==> config.mk <==
export PLATFORM = sky130hd
export DESIGN_NAME = xdl_exec
export DESIGN_NICKNAME = d
export VERILOG_FILES = /design/src/shared/xdl_pkg.sv /design/src/xdl_exec.sv
export SDC_FILE = /design/constraint.sdc
export NUM_CORES = 1
export LEC_CHECK = 0
export ABC_AREA = 1
export BUFFER_PORTS_ARGS = -buffer_cell sky130_fd_sc_hd__buf_2
export CELL_PAD_IN_SITES_DETAIL_PLACEMENT = 0
export CELL_PAD_IN_SITES_GLOBAL_PLACEMENT = 2
export CORE_ASPECT_RATIO = 0.7
export CORE_MARGIN = 8
export CORE_UTILIZATION = 28
export DETAILED_ROUTE_END_ITERATION = 8
export PLACE_DENSITY_LB_ADDON = 0.1
export SKIP_CTS_REPAIR_TIMING = 1
export SLEW_MARGIN = 20
export SYNTH_ARGS = -nofsm -noshare
export SYNTH_HDL_FRONTEND = slang
export SYNTH_SLANG_ARGS = --single-unit
==> constraint.sdc <==
create_clock -name i_sys_clk -period 1.49 [get_ports i_sys_clk]
set_input_delay 0.0745 -clock i_sys_clk [delete_from_list [all_inputs] [get_ports i_sys_clk]]
set_output_delay 0.0745 -clock i_sys_clk [all_outputs]
set_load 0.005 [all_outputs]
==> src/shared/xdl_pkg.sv <==
// Purpose: Constants for the xor and direction-load execution block
// Assumes: 8-bit datapath, 7-bit file address
// Notes: Opcode selection comes from the core decoder as a one-hot strobe set
// Summary of operation
// [RULE1] The direction-load instruction accepts only operands five to seven and copies the accumulator unchanged.
// [RULE2] Operand 5 loads the port A direction register, 6 port B and 7 port C.
// [RULE3] The literal XOR combines the accumulator with an 8-bit immediate and writes the accumulator.
// [RULE4] The file XOR combines the accumulator with file f and writes the accumulator when d is 0, else f.
// [RULE5] Both XORs update only the zero flag from the 8-bit result; the direction load touches no flag.
package xdl_pkg;
  localparam int XDL_DATA_W = 8;
  localparam int XDL_ADDR_W = 7;
  localparam logic [2:0] XDL_DIR_SEL_A = 3'h5;
  localparam logic [2:0] XDL_DIR_SEL_B = 3'h6;
  localparam logic [2:0] XDL_DIR_SEL_C = 3'h7;
  localparam logic [7:0] XDL_ACC_RST = 8'h00;
  localparam logic [7:0] XDL_DIR_RST = 8'hFF;
  localparam logic XDL_ZERO_RST = 1'h0;
  localparam logic XDL_PULSE_RST = 1'h0;
  localparam logic [6:0] XDL_WADDR_RST = 7'h00;
  localparam logic [7:0] XDL_WDATA_RST = 8'h00;
  localparam logic XDL_DEST_ACC = 1'h0;
  localparam logic XDL_DEST_FILE = 1'h1;
endpackage

==> src/xdl_exec.sv <==
// Purpose: Executes direction-load, literal XOR and file XOR instructions
// Assumes: File operand read data is valid in the cycle the file XOR strobe is high
// Notes: One instruction strobe at a time; the file write is a one-cycle pulse
`timescale 1ns/10ps
module xdl_exec
  import xdl_pkg::*;
(
  input wire logic i_sys_clk,
  input wire logic i_reset,
  input wire logic i_load_port_direction,
  input wire logic [2:0] i_dir_sel,
  input wire logic i_xor_literal_into_acc,
  input wire logic [xdl_pkg::XDL_DATA_W-1:0] i_literal,
  input wire logic i_xor_acc_with_file,
  input wire logic [xdl_pkg::XDL_ADDR_W-1:0] i_file_addr,
  input wire logic i_dest_sel,
  input wire logic [xdl_pkg::XDL_DATA_W-1:0] i_file_rdata,
  input wire logic i_zero_in,
  output logic [xdl_pkg::XDL_DATA_W-1:0] o_acc,
  output logic o_zero,
  output logic [xdl_pkg::XDL_DATA_W-1:0] o_port_a_direction_reg,
  output logic [xdl_pkg::XDL_DATA_W-1:0] o_port_b_direction_reg,
  output logic [xdl_pkg::XDL_DATA_W-1:0] o_port_c_direction_reg,
  output logic o_file_we,
  output logic [xdl_pkg::XDL_ADDR_W-1:0] o_file_waddr,
  output logic [xdl_pkg::XDL_DATA_W-1:0] o_file_wdata,
  output logic o_illegal_operand
);
  import xdl_pkg::*;

  // Direction register count and the operand that selects each one
  localparam int XDL_NUM_DIR = 3;
  localparam logic [2:0] XDL_DIR_CODE [XDL_NUM_DIR] = '{
    XDL_DIR_SEL_A,
    XDL_DIR_SEL_B,
    XDL_DIR_SEL_C
  };

  // One-hot view of the instruction taken this cycle
  typedef enum logic [3:0] {
    XDL_OP_IDLE = 4'h1,
    XDL_OP_DIR = 4'h2,
    XDL_OP_LIT = 4'h4,
    XDL_OP_FILE = 4'h8
  } xdl_op_e;

  // Operand matches one direction register
  function automatic logic dir_hit(
    input logic [2:0] sel,
    input logic [2:0] code
  );
    dir_hit = (sel == code);
  endfunction

  // Operand names one of the three direction registers
  function automatic logic dir_legal(
    input logic [2:0] sel
  );
    dir_legal = dir_hit(sel, XDL_DIR_SEL_A)
      || dir_hit(sel, XDL_DIR_SEL_B)
      || dir_hit(sel, XDL_DIR_SEL_C);
  endfunction

  // Whole result is zero
  function automatic logic res_zero(
    input logic [XDL_DATA_W-1:0] val
  );
    res_zero = (val == '0);
  endfunction

  xdl_op_e op;
  logic [XDL_DATA_W-1:0] lit_res;
  logic [XDL_DATA_W-1:0] file_res;
  logic [XDL_DATA_W-1:0] acc_r;
  logic [XDL_DATA_W-1:0] acc_nxt;
  logic zero_r;
  logic zero_nxt;
  logic we_r;
  logic we_nxt;
  logic [XDL_ADDR_W-1:0] waddr_r;
  logic [XDL_ADDR_W-1:0] waddr_nxt;
  logic [XDL_DATA_W-1:0] wdata_r;
  logic [XDL_DATA_W-1:0] wdata_nxt;
  logic ill_r;
  logic ill_nxt;

  // Strobe priority: direction load, then literal XOR, then file XOR
  always_comb begin
    if (i_load_port_direction) begin
      op = XDL_OP_DIR;
    end else if (i_xor_literal_into_acc) begin
      op = XDL_OP_LIT;
    end else if (i_xor_acc_with_file) begin
      op = XDL_OP_FILE;
    end else begin
      op = XDL_OP_IDLE;
    end
  end

  always_comb begin
    lit_res = acc_r ^ i_literal; // [RULE3]
    file_res = acc_r ^ i_file_rdata; // [RULE4]
  end

  always_comb begin
    acc_nxt = acc_r;
    case (op)
      XDL_OP_LIT: begin
        acc_nxt = lit_res; // [RULE3]
      end
      XDL_OP_FILE: begin
        if (i_dest_sel == XDL_DEST_ACC) begin
          acc_nxt = file_res; // [RULE4]
        end
      end
      default: begin
        acc_nxt = acc_r;
      end
    endcase
  end

  always_ff @(posedge i_sys_clk or posedge i_reset) begin
    if (i_reset) begin
      acc_r <= XDL_ACC_RST;
    end else begin
      acc_r <= acc_nxt;
    end
  end

  // Other instructions own the flag while this block is idle
  always_comb begin
    zero_nxt = zero_r;
    case (op)
      XDL_OP_IDLE: begin
        zero_nxt = i_zero_in;
      end
      XDL_OP_DIR: begin
        zero_nxt = zero_r; // [RULE5]
      end
      XDL_OP_LIT: begin
        zero_nxt = res_zero(lit_res); // [RULE5]
      end
      XDL_OP_FILE: begin
        zero_nxt = res_zero(file_res); // [RULE5]
      end
      default: begin
        zero_nxt = zero_r;
      end
    endcase
  end

  always_ff @(posedge i_sys_clk or posedge i_reset) begin
    if (i_reset) begin
      zero_r <= XDL_ZERO_RST;
    end else begin
      zero_r <= zero_nxt;
    end
  end

  // A direction load copies the accumulator unchanged into one register
  for (genvar g = 0; g < XDL_NUM_DIR; g++) begin : g_dir
    logic [XDL_DATA_W-1:0] dir_r;
    logic [XDL_DATA_W-1:0] dir_nxt;

    always_comb begin
      dir_nxt = dir_r;
      if (op == XDL_OP_DIR) begin
        if (dir_hit(i_dir_sel, XDL_DIR_CODE[g])) begin
          dir_nxt = acc_r; // [RULE1] [RULE2]
        end
      end
    end

    always_ff @(posedge i_sys_clk or posedge i_reset) begin
      if (i_reset) begin
        dir_r <= XDL_DIR_RST;
      end else begin
        dir_r <= dir_nxt;
      end
    end
  end

  // Write port pulses one cycle; address and data hold until the next write
  always_comb begin
    we_nxt = XDL_PULSE_RST;
    waddr_nxt = waddr_r;
    wdata_nxt = wdata_r;
    if (op == XDL_OP_FILE && i_dest_sel == XDL_DEST_FILE) begin
      we_nxt = 1'h1; // [RULE4]
      waddr_nxt = i_file_addr; // [RULE4]
      wdata_nxt = file_res; // [RULE4]
    end
  end

  always_ff @(posedge i_sys_clk or posedge i_reset) begin
    if (i_reset) begin
      we_r <= XDL_PULSE_RST;
      waddr_r <= XDL_WADDR_RST;
      wdata_r <= XDL_WDATA_RST;
    end else begin
      we_r <= we_nxt;
      waddr_r <= waddr_nxt;
      wdata_r <= wdata_nxt;
    end
  end

  // Operand outside five to seven changes nothing and is flagged
  always_comb begin
    ill_nxt = XDL_PULSE_RST;
    if (op == XDL_OP_DIR && !dir_legal(i_dir_sel)) begin
      ill_nxt = 1'h1; // [RULE1]
    end
  end

  always_ff @(posedge i_sys_clk or posedge i_reset) begin
    if (i_reset) begin
      ill_r <= XDL_PULSE_RST;
    end else begin
      ill_r <= ill_nxt;
    end
  end

  assign o_acc = acc_r;
  assign o_zero = zero_r;
  assign o_port_a_direction_reg = g_dir[0].dir_r;
  assign o_port_b_direction_reg = g_dir[1].dir_r;
  assign o_port_c_direction_reg = g_dir[2].dir_r;
  assign o_file_we = we_r;
  assign o_file_waddr = waddr_r;
  assign o_file_wdata = wdata_r;
  assign o_illegal_operand = ill_r;
endmodule

==> impl_metrics.ini <==
[run_status]
status = finished, violations left
violations = negative hold slack

[timing]
worst_pin_slew_ps = 593
maxSlewHeadroom_pct = 60.4
slew_viol_final = 0
hold_ws_ps = -18.9
setup_viol = 0
fmax_mhz = 743
period_share_pct = 90.3
skew_ps = 4.11
fin_crit_ps = 1350
rsz0062_at_grt = false
finalSetupTns_ps = 0
fin_ws_ps = 144
hold_viol = 4

[clock_tree]
h-tree-depth = 2
cts_tree = done
clk_path_buf_depth = 2
clk_pin_slew_ps = 70
numCtsBuffers = 5
clk_latency_ps = 290
cts_root_buf = clkbuf_16
cts_sinks = 50

[worst_setup_path]
cp_max_fo = 6
worstSetupStartpointType = register
crit_type = register to register
r2r_end = o_zero$_DFFE_PP0P_
cp.required_ps = 1720
cp.arrival_ps = 1580
r2r_start = o_acc[2]$_DFFE_PP0P_
worst_setup_path_end_kind = register
rr_worst_depth = 9
regToRegSetupSlack_ps = 140

[drt]
drc = 0
firstDrtPassIters = 4
vias = 1978
routed_wl_um = 6290
drtIter0Drc = 123
antenna_left = 0
vias_per_cell = 4.24
wire_per_inst_um = 13.5

[global_route]
grt_first_pass_wirelength_um = 10500
first_global_vias = 1999
antenna_found_initial = 0
grt_max_degree = 51
track_usage_pct = 11.3
grt_overflow = 0

[power_and_ir_drop]
comb_power_share_pct = 27.8
p_sw_share_pct = 31.7
powerDensity_nw_per_um2 = 1450
p_int_w = 0.00302
power_w = 0.00442
p_sw_w = 0.00140
max-vdd-ir-drop_mv = 0.616
leakage_nw = 1.60
pwr-share-seq_pct = 46.1
clockPowerShare_pct = 26.1

[die]
dieHeight_um = 91.9
initial_core_util_pct = 29.0
die_x_um = 124
die_area_sq_um = 11400
core_sq_um = 7940
io_pins = 83
row_count = 27

[placement]
place_inst = 454
globalplace.congestion = 0.733
portBuffers = 82
post-dp-hpwl_um = 4890
post-place-ws_ps = 101

[yosys]
ys_types = 25
post-synth-top-area-cell = dfrtp_1
postSynthCellCount = 270
syn_area_per_cell_sq_um = 8.53
syn-cell-area_sq_um = 2300
ys_ff_latch = 50
synthTopCellsByArea = dfrtp_1, dfstp_2, nand2_1
synthesis.nets = 303
yosysSeqAreaShare_pct = 55.6
synth_top_area_share_pct = 28.2
yosysWarnings = 0

[cells_and_area]
instances_no_fill = 467
fillers = 843
layout_common_cells = nand2_1, buf_2, o21ai_0, dfrtp_1
final_common_cell = nand2_1
areaGrowthSynthToFinish_pct = 32.5
drive_above_1_share_pct = 37.2
finalNetCount = 398
post-route-util_pct = 38.5
diodes = 0

[min_path]
hp-start = i_file_addr[3]
min_path_type = primary input to register
whs_endpoint = o_file_waddr[3]$_DFFE_PP0P_
worstHoldPathCells = 3

[job]
drv_cap = 0
[power groups by stage]
stage / clock network [W] / logic, W / registers, W
global route: 0.00127 / 0.00140 / 0.00210
floorplan: 0 / 0.000577 / 0.00208
detailed placement: 0 / 0.00126 / 0.00207
global placement: 0 / 0.00124 / 0.00207
CTS: 0.00121 / 0.00126 / 0.00205
finish: 0.00115 / 0.00123 / 0.00204
[cell type report]
cell class | instances | area, sq um | share of cell area (%)
sequential | 50 | 1280 | 42.0
clock buffer | 5 | 125 | 4.10
timing repair buffer | 96 | 541 | 17.7
multi-input combinational | 185 | 853 | 28.0
inverter | 27 | 101 | 3.32
tap | 101 | 126 | 4.14
clock inverter | 3 | 25.0 | 0.820
[metrics by stage]
stage / hold WS [ps] / cell area [sq um]
6_report: -18.9 / 3050
5_1_grt: 0.457 / 3050
4_1_cts: -171 / 3000
3_5_place_dp: 142 / 2850
3_3_place_gp: 145 / 2850
2_1_floorplan: 161 / 2300
[logic make-up (layout without fill, tap and decap cells)]
group                  count (synthesis)  in the layout  synth area share, %
AO/OA/AOI/OAI                         49             49                 11.9
XOR/XNOR                               5              5                 1.90
buffers and inverters                 35            131                 7.33
flip-flops                            50             50                 55.6
AND/OR/NAND/NOR                      131            131                 23.2
[cell usage after synthesis, drive strengths merged]
| master | count |
|---|---|
| nor2b | 1 |
| a31oi | 1 |
| dfrtp | 26 |
| o211ai | 2 |
| buf | 8 |
| xnor2 | 2 |
| dfstp | 24 |
| nand2 | 97 |
| inv | 27 |
| o21ai | 35 |
| or2 | 1 |
| nand3 | 5 |
| nor2 | 27 |
| a21oi | 11 |
| xor2 | 3 |
[worst max-delay path, stage by stage (launching register included)]
cell and delay [ps]:
dfrtp_1 410, inv_1 150, nand2_1 70, nand2_1 120, nand2_1 70, nor2_1 150, nand3_1 100, nand3_1 110
nand2_1 50, inv_1 50
[how the worst max path moves through the flow]
stage | from | to | cells after the start
global placement | i_load_port_direction | o_acc[0]$_DFFE_PP0P_ | 6
finish | o_acc[2]$_DFFE_PP0P_ | o_zero$_DFFE_PP0P_ | 9
CTS | o_acc[4]$_DFFE_PP0P_ | o_zero$_DFFE_PP0P_ | 9
detailed placement | i_load_port_direction | o_file_wdata[1]$_DFFE_PP0P_ | 7
floorplan | i_reset | o_acc[0]$_DFFE_PP0P_ | 1
global route | o_acc[1]$_DFFE_PP0P_ | o_zero$_DFFE_PP0P_ | 9
[metal layers]
layer  global-route usage, %  vias up  wire, um  part of all wire [%]
li1                        -     1036         -                     -
met2                    16.5       52      2630                    42
met3                    3.39        8       405                   6.4
met1                    15.4      882      3180                    51
met4                    3.90        0        78                   1.2
met5                       0        -         0                     0
Note: power is estimated with default switching activity, not from simulation.
